**src/led_dim_pkg.sv**
```systemverilog
/*
 * Shared constants and types of the LED dimming control core, plus the
 * colour-channel pulse-width modulator that the top module instantiates.
 * Assumes a single free-running reference clock standing in for the
 * charge-pump oscillator, and an active-low asynchronous reset.
 */

// ****************************************************************
// package
// ****************************************************************
package led_dim_pkg;
	localparam logic [6:0] BUS_ADDR = 7'h1b;
	localparam int PWM_SLOT_CYCLES = 16;
	localparam int PWM_SLOTS = 15;
	localparam int PWM_PERIOD = PWM_SLOT_CYCLES * PWM_SLOTS;
	localparam logic [3:0] BYTE_BITS = 4'h8;
	localparam logic [1:0] LAST_DATA_BYTE = 2'h2;
	localparam int NUM_COLOURS = 3;
	// plain register port map
	localparam logic [1:0] REG_CMD = 2'h0;
	localparam logic [1:0] REG_STATUS = 2'h1;
	localparam logic [23:0] CMD_RESET = 24'h000000;
	// status field positions
	localparam int STAT_STATE_LSB = 0;
	localparam int STAT_GATE_BIT = 4;
	localparam int STAT_HOLD_BIT = 5;

	// command latch layout, first data byte in the top bits
	typedef struct packed {
		logic [3:0] red;
		logic [3:0] green;
		logic [3:0] blue;
		logic spare_bit;
		logic spare_two_to_sub;
		logic spare_one_to_sub;
		logic gate_to_sub;
		logic [3:0] main_code;
		logic [3:0] sub_code;
	} cmd_s;

	// one white current-source group: enable plus brightness code
	typedef struct packed {
		logic en;
		logic [3:0] code;
	} white_s;

	typedef enum logic [2:0] {
		ST_IDLE = 3'b000,
		ST_ADDR = 3'b001,
		ST_AACK = 3'b010,
		ST_DATA = 3'b011,
		ST_DACK = 3'b100,
		ST_SKIP = 3'b101
	} i2c_state_e;
endpackage : led_dim_pkg

// ****************************************************************
// colour pwm
// ****************************************************************
`timescale 1ns/1ps
`default_nettype none

module colour_pwm (
	input wire logic i_ref_clk, // oscillator clock
	input wire logic i_rst_n, // async reset, active low
	input wire logic [11:0] i_codes, // red, green, blue duty codes
	input wire logic i_en, // colour display lit
	output logic [2:0] o_pwm // red, green, blue outputs
);
	logic [3:0] cyc_r;
	logic [3:0] cyc_nxt;
	logic [3:0] slot_r;
	logic [3:0] slot_nxt;
	logic [2:0] pwm_nxt;

	always_comb
	begin
		cyc_nxt = cyc_r + 4'h1;
		slot_nxt = slot_r;
		if (cyc_r == 4'(led_dim_pkg::PWM_SLOT_CYCLES - 1))
		begin
			slot_nxt = (slot_r == 4'(led_dim_pkg::PWM_SLOTS - 1)) ? 4'h0 : slot_r + 4'h1;
		end
	end

	genvar g;
	generate
		for (g = 0; g < led_dim_pkg::NUM_COLOURS; g++)
		begin : g_ch
			// code 15 covers all fifteen slots, code 0 none
			always_comb
			begin
				pwm_nxt[g] = i_en && (slot_r < i_codes[g*4 +: 4]);
			end
		end
	endgenerate

	always_ff @(posedge i_ref_clk or negedge i_rst_n)
	begin
		if (!i_rst_n)
		begin
			cyc_r <= 4'h0;
			slot_r <= 4'h0;
			o_pwm <= 3'h0;
		end
		else
		begin
			cyc_r <= cyc_nxt;
			slot_r <= slot_nxt;
			o_pwm <= pwm_nxt;
		end
	end
endmodule : colour_pwm

`default_nettype wire

```
**src/led_dimming_control.sv**
```systemverilog
/*
 * Top of the LED dimming control core: write-only two-wire serial slave,
 * holding and command latches, display gating, white-source codes and the
 * colour pwm. A small plain register port gives direct access too.
 * Assumes serial pins and the gate pin are asynchronous to i_ref_clk and
 * that the serial clock is far slower than i_ref_clk.
 */
// The implementer's own choices: the address map and the strobed register port.
`timescale 1ns/1ps
`default_nettype none

module led_dimming_control (
	input wire logic i_ref_clk, // oscillator clock, 25 mhz
	input wire logic i_rst_n, // async reset, active low
	input wire logic i_scl, // serial clock pin
	input wire logic i_sda_i, // serial data pin level
	output logic o_sda_o, // serial data drive value
	output logic o_sda_oe, // serial data drive enable, high pulls low
	input wire logic i_display_gate_pin, // display gate pin
	input wire logic [1:0] i_addr, // register index
	input wire logic [31:0] i_wdata, // register write data
	input wire logic i_wr, // register write strobe
	input wire logic i_rd, // register read strobe
	output logic [31:0] o_rdata, // read data, cycle after i_rd
	output logic o_red, // red pwm enable
	output logic o_green, // green pwm enable
	output logic o_blue, // blue pwm enable
	output led_dim_pkg::white_s o_main, // main display source
	output led_dim_pkg::white_s o_sub, // sub display source
	output led_dim_pkg::white_s o_spare_output_one, // first spare source
	output led_dim_pkg::white_s o_spare_output_two // second spare source
);
	// ****************************************************************
	// pin synchronisers
	// ****************************************************************
	// bit 0 scl, bit 1 sda, bit 2 gate pin
	logic [2:0] pins;
	logic [2:0] s1_r;
	logic [2:0] s2_r;
	logic [2:0] s3_r;
	logic [2:0] filt_r;
	logic [2:0] filt_nxt;
	logic [2:0] prev_r;

	assign pins = {i_display_gate_pin, i_sda_i, i_scl};

	genvar p;
	generate
		for (p = 0; p < 3; p++)
		begin : g_pin
			// a change only counts once the second and third stages agree
			always_comb
			begin
				filt_nxt[p] = (s2_r[p] == s3_r[p]) ? s3_r[p] : filt_r[p];
			end
		end
	endgenerate

	// idle bus is high, so reset the serial stages high to avoid false edges
	always_ff @(posedge i_ref_clk or negedge i_rst_n)
	begin
		if (!i_rst_n)
		begin
			s1_r <= 3'h3;
			s2_r <= 3'h3;
			s3_r <= 3'h3;
			filt_r <= 3'h3;
			prev_r <= 3'h3;
		end
		else
		begin
			s1_r <= pins;
			s2_r <= s1_r;
			s3_r <= s2_r;
			filt_r <= filt_nxt;
			prev_r <= filt_r;
		end
	end

	// ****************************************************************
	// bus condition decode
	// ****************************************************************
	logic scl_rise;
	logic scl_fall;
	logic bus_start;
	logic bus_stop;
	logic gate_lvl;

	assign scl_rise = filt_r[0] && !prev_r[0];
	assign scl_fall = !filt_r[0] && prev_r[0];
	assign bus_start = filt_r[0] && prev_r[0] && prev_r[1] && !filt_r[1];
	assign bus_stop = filt_r[0] && prev_r[0] && !prev_r[1] && filt_r[1];
	assign gate_lvl = filt_r[2];

	// ****************************************************************
	// serial slave
	// ****************************************************************
	led_dim_pkg::i2c_state_e state_r;
	led_dim_pkg::i2c_state_e state_nxt;
	logic [3:0] bits_r;
	logic [3:0] bits_nxt;
	logic [7:0] shift_r;
	logic [7:0] shift_nxt;
	logic [1:0] idx_r;
	logic [1:0] idx_nxt;
	logic [15:0] stage_r;
	logic [15:0] stage_nxt;
	logic [23:0] hold_r;
	logic [23:0] hold_nxt;
	logic complete_r;
	logic complete_nxt;
	logic oe_r;
	logic oe_nxt;
	logic load_cmd;

	always_comb
	begin
		state_nxt = state_r;
		bits_nxt = bits_r;
		shift_nxt = shift_r;
		idx_nxt = idx_r;
		stage_nxt = stage_r;
		hold_nxt = hold_r;
		complete_nxt = complete_r;
		oe_nxt = oe_r;
		load_cmd = 1'b0;
		if (bus_start)
		begin
			// start and repeated start both restart address reception
			state_nxt = led_dim_pkg::ST_ADDR;
			bits_nxt = 4'h0;
			oe_nxt = 1'b0;
		end
		else if (bus_stop)
		begin
			// a stop with no finished set behind it changes nothing
			load_cmd = complete_r;
			complete_nxt = 1'b0;
			state_nxt = led_dim_pkg::ST_IDLE;
			oe_nxt = 1'b0;
		end
		else
		begin
			case (state_r)
				led_dim_pkg::ST_ADDR, led_dim_pkg::ST_DATA:
				begin
					if (scl_rise)
					begin
						shift_nxt = {shift_r[6:0], filt_r[1]};
						bits_nxt = bits_r + 4'h1;
					end
					else if (scl_fall && bits_r == led_dim_pkg::BYTE_BITS)
					begin
						if (state_r == led_dim_pkg::ST_ADDR)
						begin
							if (shift_r == {led_dim_pkg::BUS_ADDR, 1'b0})
							begin
								oe_nxt = 1'b1;
								idx_nxt = 2'h0;
								// once addressed, a stop before the third byte is ignored
								complete_nxt = 1'b0;
								state_nxt = led_dim_pkg::ST_AACK;
							end
							else
							begin
								state_nxt = led_dim_pkg::ST_SKIP;
							end
						end
						else
						begin
							oe_nxt = 1'b1;
							state_nxt = led_dim_pkg::ST_DACK;
							if (idx_r == led_dim_pkg::LAST_DATA_BYTE)
							begin
								hold_nxt = {stage_r, shift_r};
								complete_nxt = 1'b1;
							end
							else
							begin
								stage_nxt = {stage_r[7:0], shift_r};
							end
						end
					end
				end
				led_dim_pkg::ST_AACK:
				begin
					if (scl_fall)
					begin
						oe_nxt = 1'b0;
						bits_nxt = 4'h0;
						state_nxt = led_dim_pkg::ST_DATA;
					end
				end
				led_dim_pkg::ST_DACK:
				begin
					if (scl_fall)
					begin
						oe_nxt = 1'b0;
						bits_nxt = 4'h0;
						if (idx_r == led_dim_pkg::LAST_DATA_BYTE)
						begin
							// extra bytes beyond the third are left unacknowledged
							state_nxt = led_dim_pkg::ST_SKIP;
						end
						else
						begin
							idx_nxt = idx_r + 2'h1;
							state_nxt = led_dim_pkg::ST_DATA;
						end
					end
				end
				led_dim_pkg::ST_IDLE, led_dim_pkg::ST_SKIP:
				begin
					oe_nxt = 1'b0;
				end
				default:
				begin
					oe_nxt = 1'b0;
					state_nxt = led_dim_pkg::ST_IDLE;
				end
			endcase
		end
	end

	always_ff @(posedge i_ref_clk or negedge i_rst_n)
	begin
		if (!i_rst_n)
		begin
			state_r <= led_dim_pkg::ST_IDLE;
			bits_r <= 4'h0;
			shift_r <= 8'h00;
			idx_r <= 2'h0;
			stage_r <= 16'h0000;
			hold_r <= led_dim_pkg::CMD_RESET;
			complete_r <= 1'b0;
			oe_r <= 1'b0;
		end
		else
		begin
			state_r <= state_nxt;
			bits_r <= bits_nxt;
			shift_r <= shift_nxt;
			idx_r <= idx_nxt;
			stage_r <= stage_nxt;
			hold_r <= hold_nxt;
			complete_r <= complete_nxt;
			oe_r <= oe_nxt;
		end
	end

	// ****************************************************************
	// command latch and register port
	// ****************************************************************
	led_dim_pkg::cmd_s cmd_r;
	led_dim_pkg::cmd_s cmd_nxt;
	logic [31:0] rdata_nxt;

	always_comb
	begin
		cmd_nxt = cmd_r;
		// a direct register write takes precedence over a stop in the same cycle
		if (i_wr && i_addr == led_dim_pkg::REG_CMD)
		begin
			cmd_nxt = led_dim_pkg::cmd_s'(i_wdata[23:0]);
		end
		else if (load_cmd)
		begin
			cmd_nxt = led_dim_pkg::cmd_s'(hold_r);
		end
		rdata_nxt = 32'h00000000;
		if (i_rd)
		begin
			case (i_addr)
				led_dim_pkg::REG_CMD:
				begin
					rdata_nxt = {8'h00, cmd_r};
				end
				led_dim_pkg::REG_STATUS:
				begin
					rdata_nxt[led_dim_pkg::STAT_STATE_LSB +: 3] = state_r;
					rdata_nxt[led_dim_pkg::STAT_GATE_BIT] = gate_lvl;
					rdata_nxt[led_dim_pkg::STAT_HOLD_BIT] = complete_r;
				end
				default:
				begin
					rdata_nxt = 32'h00000000;
				end
			endcase
		end
	end

	// ****************************************************************
	// display gating and white sources
	// ****************************************************************
	logic rgb_lit;
	logic sub_lit;
	led_dim_pkg::white_s main_nxt;
	led_dim_pkg::white_s sub_nxt;
	led_dim_pkg::white_s one_nxt;
	led_dim_pkg::white_s two_nxt;

	// the gate pin only acts on the display it is steered to
	assign rgb_lit = cmd_r.gate_to_sub || gate_lvl;
	assign sub_lit = !cmd_r.gate_to_sub || gate_lvl;

	always_comb
	begin
		// code zero is shutdown; level scaling itself is in the analogue sources
		main_nxt.code = cmd_r.main_code;
		main_nxt.en = cmd_r.main_code != 4'h0;
		sub_nxt.code = sub_lit ? cmd_r.sub_code : 4'h0;
		sub_nxt.en = sub_lit && cmd_r.sub_code != 4'h0;
		one_nxt = cmd_r.spare_one_to_sub ? sub_nxt : main_nxt;
		two_nxt = cmd_r.spare_two_to_sub ? sub_nxt : main_nxt;
	end

	always_ff @(posedge i_ref_clk or negedge i_rst_n)
	begin
		if (!i_rst_n)
		begin
			cmd_r <= led_dim_pkg::cmd_s'(led_dim_pkg::CMD_RESET);
			o_rdata <= 32'h00000000;
			o_main <= '0;
			o_sub <= '0;
			o_spare_output_one <= '0;
			o_spare_output_two <= '0;
			o_sda_o <= 1'b0;
			o_sda_oe <= 1'b0;
		end
		else
		begin
			cmd_r <= cmd_nxt;
			o_rdata <= rdata_nxt;
			o_main <= main_nxt;
			o_sub <= sub_nxt;
			o_spare_output_one <= one_nxt;
			o_spare_output_two <= two_nxt;
			// open drain: drive value is always low, only the enable moves
			o_sda_o <= 1'b0;
			o_sda_oe <= oe_r;
		end
	end

	// ****************************************************************
	// colour channels
	// ****************************************************************
	logic [2:0] pwm;

	colour_pwm u_colour_pwm (
		.i_ref_clk(i_ref_clk),
		.i_rst_n(i_rst_n),
		.i_codes({cmd_r.blue, cmd_r.green, cmd_r.red}),
		.i_en(rgb_lit),
		.o_pwm(pwm)
	);

	assign o_red = pwm[0];
	assign o_green = pwm[1];
	assign o_blue = pwm[2];
endmodule : led_dimming_control

`default_nettype wire

```
**config.mk**
```make
export PLATFORM = sky130hd
export DESIGN_NAME = led_dimming_control
export DESIGN_NICKNAME = d
export VERILOG_FILES = /design/src/led_dim_pkg.sv /design/src/led_dimming_control.sv
export SDC_FILE = /design/constraint.sdc
export NUM_CORES = 1
export LEC_CHECK = 0
export BUFFER_PORTS_ARGS = -buffer_cell sky130_fd_sc_hd__buf_2
export CORE_MARGIN = 3
export CORE_UTILIZATION = 30
export CTS_CLUSTER_DIAMETER = 60
export DETAILED_ROUTE_END_ITERATION = 6
export GPL_TIMING_DRIVEN = 0
export MAX_ROUTING_LAYER = met4
export PLACE_DENSITY = 0.54
export SYNTH_ARGS = -nofsm -noshare
export SYNTH_HDL_FRONTEND = slang
export SYNTH_SLANG_ARGS = --single-unit
```
**constraint.sdc**
```tcl
create_clock -name i_ref_clk -period 2 [get_ports i_ref_clk]
set_clock_uncertainty 0.15 [all_clocks]
set_input_delay 0.2 -clock i_ref_clk [delete_from_list [all_inputs] [get_ports i_ref_clk]]
set_output_delay 0.2 -clock i_ref_clk [all_outputs]
set_load 0.1 [all_outputs]
```
==> reports/results.tsv, run 1 <==
metric	value	unit
status	finished, violations left	
failing checks	negative setup slack	
pin count of the biggest net entering global routing	78	
post-route setup slack	-0.0796	ns
area of the mapped netlist	6430	um^2
setup TNS	-1.63	ns
final worst-path cycle share	1.04	
Sequential Area	3840	um^2
RSZ-0062 raised after global routing	yes	
average vias per placed instance	4.51	
CP max stage cell	or3_4	
clk slew on worst S/H paths	0.06	ns
async set or reset register ratio after synthesis	1.00	
FILL cells	1917	
met3 GRT Util	0.0346	
Multi-input gate area	2400	um^2
post-route ant nets	0	
Top Ports	98	
Max Fclk	481	MHz
vias in the first global route	4344	
Seq/Total Area, Yosys	0.597	
Final Hold Vio Count	0	
initial antenna violation count	0	
Period minus WS final	2.08	ns
startpoint types	flip-flop	
site row count	52	
crit end category	flip-flop	
Crit path max-delay family	simple AND/OR/NAND/NOR gates	
die span in x	152	um
initial core utilization	0.312	
crit-path cells	inv_1 > ha_1 > and3b_2 > nand3_4 > or3_4 > buf_12 > mux2_4	
slew margin rel.	0.538	
grt met1 use	0.154	
WS Path Type	flip-flop to flip-flop	
Critical Path Start	bits_r[0]	
WP data required	2.15	ns
Peak VDD IR	0.000552	V
Crit path arrival time	2.23	ns
H-tree depth	4	
CP Buf/Inv Count	2	
DP Area	7230	um^2
synthesized flop and latch total	153	
Final Instance Area	8280	um^2
global-route usage over all layers	0.130	
DP Wirelength	10100	um
Synth Area per Inst	13.0	um^2
Setup WS pre-CTS	-0.507	ns
Pre-antenna DRT Iters	4	
die area	23200	um^2
Cells after DPL	852	
CP max FO	10	
P_leak	0.00404	uW
Hold WS	0.0442	ns
grt ovf	0	
FF-to-FF Start	bits_r[0]	
clock sinks	153	
pwr dens	957	nW/um^2
CTS tree	done	
met2 Use GR	0.212	
gpl congestion	0.767	
layout cells sized above 1	0.350	
most used routing layer in global routing	met2	
Warnings, synthesis	0	
Port Buffers	79	
worst stage delay on the critical path	0.46	ns
ANT cells	0	
Post-synth EDFFs	0	
fin nets	694	
root buffer cell	clkbuf_16	
Worst-Margin Slew	0.693	ns
initial drt markers	190	
first-pass GRT wire length	23500	um
Max-Cap Viols	0	
final WL	14200	um
drt drc	0	
hold path start	i_rd	
routed length per instance	15.4	um
Vias	4161	
Pins Over Slew Limit	0	
Top FF cell, synth	dfrtp_1	
worst-skew pair later-pin latency	0.42	ns
unique cell type count in the Yosys netlist	57	
clock buffer depth	2	
Final setup viols	34	
Hold WC Path Type	input port to flip-flop	
cts bufs inserted	17	
Cell Count, Final, Fillers Out	922	
Post-Syn Instances	494	
area of the core	20600	um^2
P&R area growth vs syn	28.8	%
die extent in y	152	um
==> area by class of cell <==
type | count | area share
plain buffers | 32 | 0.0270
clock buffers | 21 | 0.0544
clock inverters | 10 | 0.0147
inverters | 20 | 0.00906
multi-input cells | 295 | 0.290
flip-flops and latches | 153 | 0.464
well taps | 270 | 0.0408
repair buffers | 121 | 0.100
==> flip-flops by register name, indices dropped and copies added (netlist names), 5 cells and up <==
| signal | cells |
|---|---|
| cmd_r | 24 |
| hold_r | 24 |
| o_main | 5 |
| o_rdata | 24 |
| o_spare_output_one | 5 |
| o_spare_output_two | 5 |
| o_sub | 5 |
| shift_r | 8 |
| stage_r | 16 |
==> synth_stat cells (4+ instances only) <==
master,count,area share
dfrtp_1,143,0.56
mux2_2,38,0.067
nand2_1,34,0.020
o21ai_0,31,0.024
mux2i_1,30,0.047
inv_1,20,0.012
mux2_4,19,0.044
and2_1,14,0.014
ha_1,13,0.025
nor2_1,13,0.0076
buf_4,10,0.012
clkbuf_1,10,0.0058
dfstp_2,10,0.041
nand3_1,10,0.0078
buf_2,9,0.0070
nor3_1,9,0.0070
a21o_1,8,0.0093
a21oi_1,7,0.0054
nand2b_1,6,0.0058
a31oi_1,4,0.0039
maj3_1,4,0.0062
==> power breakdown <==
part           switching (uW)  total (uW)  internal, uW  leakage, uW
Combinational             866        1330           465      0.00172
Clock                    1210        3080          1870     0.000277
Sequential                193        3510          3320      0.00204
Total                    2270        7920          5650      0.00404
==> what timing repair did <==
action	in CTS	in global routing
hold buffers	28	0
endpoints found under the setup margin	73	66
resized for setup	17	16
buffers inserted	12	0
pin swaps	2	5
cloned	1	0
endpoints found under the hold margin	103	0
==> placed cells by master, fill, tap and decap left out, drive strengths merged, types with 11 or more instances in the layout <==
master / count
dlygate4sd3: 28
mux2: 57
nor2: 13
ha: 13
nand2: 34
clkbuf: 30
and2: 14
nand3: 11
inv: 21
buf: 116
mux2i: 30
o21ai: 31
dfrtp: 143
==> path summary, 6_finish.rpt <==
path                                     endpoint  slack (ns)  cells past startpoint
max                                    hold_r[12]       -0.08                      7
min                                   o_rdata[15]        0.04                      3
max reg2reg                            hold_r[12]       -0.08                      7
min reg2reg                               s2_r[0]        0.21                      0
max in group asynchronous               filt_r[0]        0.65                      3
min in group asynchronous  u_colour_pwm.slot_r[1]        0.21                      2
==> per-layer routing <==
| layer | up-vias | wire [um] |
|---|---|---|
| li1 | 2005 | - |
| met1 | 2049 | 6170 |
| met2 | 88 | 7180 |
| met3 | 19 | 574 |
| met4 | 0 | 312 |
| met5 | - | 0 |
==> worst reg2reg max path, cell delays in order (launching register included) <==
cell and delay (ns):
dfrtp_1 0.38, inv_1 0.06, ha_1 0.13, and3b_2 0.23
nand3_4 0.08, or3_4 0.46, buf_12 0.19, mux2_4 0.29
==> stage by stage <==
stage | util | power, uW
2_1_floorplan | - | 4420
3_3_place_gp | 0.349 | 4720
3_5_place_dp | 0.350 | 4780
4_1_cts | 0.400 | 7990
5_1_grt | 0.402 | 8260
6_report | 0.402 | 7920
==> cell families (layout without fill, tap and decap cells) <==
kind of cell | count (synthesis) | count (layout) | share of synthesized area
DFF | 153 | 153 | 0.597
and+or+nand+nor | 108 | 108 | 0.0914
xor gates and xnor gates | 5 | 5 | 0.00681
AOI/OAI and AO/OA | 69 | 69 | 0.0683
adders and majority gates | 17 | 17 | 0.0315
muxes | 87 | 87 | 0.158
other | 1 | 9 | 0.000583
buffers and inverters | 54 | 204 | 0.0465
No activity file was read; power rests on OpenSTA's default activity.
==> inputs of run 2 (changes only) <==
--- a/config.mk
+++ b/config.mk
@@ -7,12 +7,12 @@
 export LEC_CHECK = 0
 export BUFFER_PORTS_ARGS = -buffer_cell sky130_fd_sc_hd__buf_2
 export CORE_MARGIN = 3
-export CORE_UTILIZATION = 30
+export CORE_UTILIZATION = 51
 export CTS_CLUSTER_DIAMETER = 60
 export DETAILED_ROUTE_END_ITERATION = 6
 export GPL_TIMING_DRIVEN = 0
 export MAX_ROUTING_LAYER = met4
-export PLACE_DENSITY = 0.54
+export PLACE_DENSITY = 0.81
 export SYNTH_ARGS = -nofsm -noshare
 export SYNTH_HDL_FRONTEND = slang
 export SYNTH_SLANG_ARGS = --single-unit
==> reports/results.tsv, run 2 (same netlist as run 1, synthesis figures left out) <==
metric	value	unit	change
Top Ports	98		unchanged
die span in x	118	um	-22%
layout cells sized above 1	0.361		+0.0114
Max Fclk	472	MHz	-1.8%
RSZ-0062 raised after global routing	yes		
final worst-path cycle share	1.06		+0.0186
die area	14000	um^2	-40%
Pre-antenna DRT Iters	4		unchanged
hold path start	i_wdata[9]		
most frequent cells in the layout	dfrtp_1 (142), buf_2 (83), mux2_2 (37), nand2_1 (34)		
initial core utilization	0.529		+0.217
clk slew on worst S/H paths	0.06	ns	about the same
DP Wirelength	9660	um	-4.2%
site row count	40		-23%
Peak VDD IR	0.000669	V	+21%
clock buffer depth	2		unchanged
Crit path arrival time	2.26	ns	+0.03 ns
Period minus WS final	2.12	ns	+0.0372 ns
Final Instance Area	8150	um^2	-1.6%
Final setup viols	40		+18%
Hold WC Path Type	input port to flip-flop		
FF-to-FF Start	bits_r[1]		
root buffer cell	clkbuf_16		
pin count of the biggest net entering global routing	99		+27%
global-route usage over all layers	0.225		+0.0954
Min-Delay Path Depth	3		unchanged
Pins Over Slew Limit	0		unchanged
failing checks	negative setup slack		
P_leak	0.00404	uW	+0.16%
vias in the first global route	4615		+6.2%
Worst-Margin Slew	0.562	ns	-0.131 ns
DP Area	7100	um^2	-1.8%
final WL	14600	um	+2.5%
drt drc	0		unchanged
startpoint types	flip-flop		
WP data required	2.14	ns	about the same
clock sinks	153		unchanged
Port Buffers	79		unchanged
initial antenna violation count	0		unchanged
die extent in y	118	um	-22%
worst-skew pair later-pin latency	0.42	ns	about the same
Hold WS	0.0114	ns	-0.0328 ns
gpl congestion	0.839		+9.3%
cts bufs inserted	17		unchanged
initial drt markers	426		+120%
status	finished, violations left		
CP max FO	5		-5
R2R Setup Slk	-0.12	ns	-0.04 ns
crit end category	flip-flop		
P&R area growth vs syn	26.8	%	
post-route setup slack	-0.117	ns	-0.0372 ns
area of the core	12200	um^2	-41%
first-pass GRT wire length	23900	um	+2.0%
Max-Cap Viols	0		unchanged
commonest non-fill, non-tap cell in the layout	dfrtp_1		
ANT cells	0		unchanged
average vias per placed instance	5.31		+18%
slew margin rel.	0.624		+0.0858
post-route ant nets	0		unchanged
H-tree depth	4		unchanged
Top Registers	cmd_r x24, hold_r x24, o_rdata x24		
Hold EP	cmd_r[9]		
routed length per instance	17.9	um	+16%
fin nets	691		-0.43%
CTS tree	done		
Vias	4336		+4.2%
Final Hold Vio Count	0		unchanged
WS Path Type	flip-flop to flip-flop		
R2R cell count	7		unchanged
grt ovf	0		unchanged
FILL cells	830		-57%
worst r2r dst	hold_r[8]		
pwr dens	990	nW/um^2	+3.5%
-- run 2: cell count changes in the layout (fill, tap and decap cells not counted), sizes merged --
cell,delta
buf,-1
dlygate4sd3,-3
clkinvlp,+2
clkbuf,-2
bufinv,+1
inv,+1
clkinv,-2
-- run 2: final cells by class --
type / instances / area [um^2] / share of cell area
inverters: 20 / 75.1 / 0.00921
clock inverters: 12 / 150 / 0.0184
repair buffers: 118 / 822 / 0.101
plain buffers: 32 / 233 / 0.0285
well taps: 168 / 210 / 0.0258
multi-input cells: 295 / 2380 / 0.292
flip-flops and latches: 153 / 3840 / 0.471
clock buffers: 18 / 439 / 0.0539
-- run 2: worst max-delay path by stage --
stage                     startpoint                    end  slack, ns  cells past startpoint
after CTS                  bits_r[0]              hold_r[5]      -0.11                      7
after global routing       bits_r[1]              hold_r[9]      -0.18                      7
after floorplan            prev_r[0]            stage_r[10]      -0.13                      6
after global placement       i_rst_n  o_spare_output_one[1]      -1.45                      1
final                      bits_r[1]              hold_r[8]      -0.12                      7
after detailed placement   prev_r[0]            stage_r[11]      -0.49                      6
-- run 2: metal layers --
layer	GRT usage	routed length, um
met1	0.259	5830
met2	0.380	7700
met3	0.0555	665
met4	0.0894	396
met5	-	0
-- run 2: per-stage QoR --
step                setup TNS (ns)  total power, uW  setup WS (ns)   util  std cells
global placement           -227.45             4700          -1.45  0.581        749
detailed placement          -16.24             4760         -0.487  0.584        750
global route                 -5.48             8370         -0.177  0.670        816
floorplan                    -3.54             4420         -0.125      -        502
finish                       -2.98             8070         -0.117  0.670        816
CTS                          -2.04             8040         -0.108  0.664        814
-- run 2: critical path, cell delays in order (launching register included) --
cell and delay [ns]:
dfrtp_1 0.39, inv_2 0.08, ha_4 0.12, and3b_2 0.22, nand3_4 0.08, or3_4 0.47
clkbuf_16 0.20, mux2_4 0.29
-- run 2: report_power, final --
part / leakage, uW / internal (uW) / switching [uW]
Combinational: 0.00172 / 474 / 880
Clock: 0.000284 / 1980 / 1220
Sequential: 0.00204 / 3320 / 200
-- run 2: what timing repair did --
item,CTS,global route
gates cloned,1,1
pin swaps,2,3
endpoints found under the hold margin,79,0
hold buffers,25,0
resized for setup,14,24
setup endpoints to repair,73,72
buffers inserted,10,1
==> inputs of run 3 (changes only) <==
--- a/config.mk
+++ b/config.mk
@@ -6,13 +6,16 @@
 export NUM_CORES = 1
 export LEC_CHECK = 0
 export BUFFER_PORTS_ARGS = -buffer_cell sky130_fd_sc_hd__buf_2
+export CELL_PAD_IN_SITES_DETAIL_PLACEMENT = 1
+export CELL_PAD_IN_SITES_GLOBAL_PLACEMENT = 1
 export CORE_MARGIN = 3
-export CORE_UTILIZATION = 51
+export CORE_UTILIZATION = 41
 export CTS_CLUSTER_DIAMETER = 60
 export DETAILED_ROUTE_END_ITERATION = 6
 export GPL_TIMING_DRIVEN = 0
 export MAX_ROUTING_LAYER = met4
-export PLACE_DENSITY = 0.81
+export PLACE_DENSITY = 0.8
+export SETUP_SLACK_MARGIN = 0.1
 export SYNTH_ARGS = -nofsm -noshare
 export SYNTH_HDL_FRONTEND = slang
 export SYNTH_SLANG_ARGS = --single-unit
==> reports/results.tsv, run 3 (same netlist as run 1, synthesis figures left out) <==
metric	value	unit	change
status	finished, violations left		
failing checks	negative hold slack, negative setup slack		
CP max stage cell	dfrtp_1		
gpl congestion	0.795		-5.2%
clock sinks	153		unchanged
Worst-Margin Slew	0.703	ns	+0.142 ns
Crit path arrival time	2.39	ns	+0.13 ns
CP Buf/Inv Count	4		+2
Multi-input gate area	2500	um^2	+4.9%
Max-Cap Viols	0		unchanged
layout cells sized above 1	0.371		+0.00966
DP Wirelength	11000	um	+14%
hold path start	i_wdata[10]		
final worst-path cycle share	1.12		+0.0583
P_leak	0.00412	uW	+1.9%
cts bufs inserted	17		unchanged
first-pass GRT wire length	28000	um	+17%
Crit path max-delay family	buffers and inverters		
R2R cell count	7		unchanged
clk slew on worst S/H paths	0.07	ns	about the same
M1 WL	7330	um	+26%
most frequent cells in the layout	dfrtp_1 (143), buf_2 (83), mux2_4 (44), nand2_1 (33), mux2i_1 (30)		
worst r2r dst	hold_r[5]		
pin count of the biggest net entering global routing	94		-5.1%
Vias	4437		+2.3%
final WL	18300	um	+25%
Hold WS	-0.0117	ns	-0.0231 ns
pwr dens	1030	nW/um^2	+3.9%
die extent in y	131	um	+11%
Port Buffers	79		unchanged
vias in the first global route	5013		+8.6%
worst stage delay on the critical path	0.41	ns	-0.06 ns
Detail Route met3 WL	557	um	-16%
slew margin rel.	0.525		-0.0991
die span in x	131	um	+11%
global-route usage over all layers	0.214		-0.0109
Final setup viols	41		+2.5%
fin nets	691		unchanged
Final Instance Area	8380	um^2	+2.8%
site row count	45		+13%
worst-skew pair later-pin latency	0.43	ns	about the same
Pre-antenna DRT Iters	4		unchanged
Top Ports	98		unchanged
clock buffer depth	2		unchanged
CTS tree	done		
max layer used	met4		
Final Hold Vio Count	2		+2
total power	8620	uW	+6.8%
FILL cells	1552		+87%
CP max FO	10		+5
WL met2	10000	um	+30%
average vias per placed instance	5.15		-3.0%
initial drt markers	360		-15%
Hold WC Path Type	input port to flip-flop		
Max Fclk	448	MHz	-5.2%
WP data required	2.16	ns	+0.02 ns
Hold EP	cmd_r[10]		
routed length per instance	21.2	um	+19%
most frequent cell on the critical path	inv_1		
H-tree depth	4		unchanged
crit end category	flip-flop		
initial core utilization	0.421		-0.107
startpoint types	flip-flop		
initial antenna violation count	0		unchanged
drt drc	0		unchanged
Top Registers	cmd_r x24, hold_r x24, o_rdata x24		
P&R area growth vs syn	30.3	%	
Peak VDD IR	0.000839	V	+25%
Pins Over Slew Limit	0		unchanged
die area	17200	um^2	+23%
ANT cells	0		unchanged
area of the core	15300	um^2	+25%
grt ovf	0		unchanged
DP Area	7160	um^2	+0.78%
post-route ant nets	0		unchanged
crit-path cells	inv_1 > ha_1 > inv_1 > or3_4 > buf_6 > buf_12 > mux2_4		
R2R Setup Slk	-0.23	ns	-0.12 ns
Sequential Area	3840	um^2	about the same
post-route setup slack	-0.233	ns	-0.117 ns
commonest non-fill, non-tap cell in the layout	dfrtp_1		
RSZ-0062 raised after global routing	yes		
Period minus WS final	2.23	ns	+0.117 ns
WS Path Type	flip-flop to flip-flop		
FF-to-FF Start	idx_r[0]		
root buffer cell	clkbuf_16		
Min-Delay Path Depth	3		unchanged
[run 3: metrics by stage]
step | TNS, ns | cells | setup slack (ns) | hold slack, ns | util
final | -6.64 | 861 | -0.233 | -0.0117 | 0.549
after global routing | -9.34 | 861 | -0.285 | -0.00884 | 0.549
after CTS | -3.27 | 858 | -0.127 | 0.00120 | 0.537
after detailed placement | -19.60 | 793 | -0.558 | 0.0602 | 0.469
after global placement | -222.22 | 792 | -1.42 | 0.155 | 0.467
after floorplan | -3.54 | 502 | -0.125 | -0.246 | -
[run 3: final cells by class]
type,count,area share
Buffer,33,0.0314
Clock buffer,21,0.0549
Clock inverter,11,0.0231
Inverter,20,0.00896
Multi-Input combinational cell,295,0.298
Sequential cell,153,0.458
Tap cell,211,0.0315
Timing Repair Buffer,117,0.0938
[run 3: how the worst max path moves through the flow]
stage | start | endpoint | slack (ns) | cells after the start
5_1_grt | idx_r[0] | hold_r[22] | -0.28 | 7
6_report | idx_r[0] | hold_r[5] | -0.23 | 7
3_3_place_gp | i_rst_n | state_r[0] | -1.42 | 1
4_1_cts | bits_r[0] | hold_r[22] | -0.13 | 8
2_1_floorplan | prev_r[0] | stage_r[10] | -0.13 | 6
3_5_place_dp | bits_r[0] | stage_r[14] | -0.56 | 7
[run 3: worst min-delay path, stage by stage]
cell,delay (ns)
buf_2,0.08
mux2i_1,0.09
o21ai_1,0.14
[run 3: timing repair]
action	4_1_cts	5_1_grt
hold buffers	20	1
gates cloned	1	0
resized for setup	30	50
pin swaps	7	4
setup endpoints to repair	82	77
endpoints found under the hold margin	79	1
setup buffers	13	2
[run 3: routing by layer]
| metal | up-vias | global-route usage |
|---|---|---|
| li1 | 1985 | - |
| met1 | 2316 | 0.234 |
| met2 | 110 | 0.381 |
| met3 | 26 | 0.0502 |
| met4 | 0 | 0.0793 |
| met5 | - | - |
[run 3: report_power, final]
group	switching (uW)	internal (uW)	leakage (uW)
registers	240	3320	0.00204
clock network	1280	2280	0.000306
logic	941	552	0.00177
total	2470	6150	0.00412
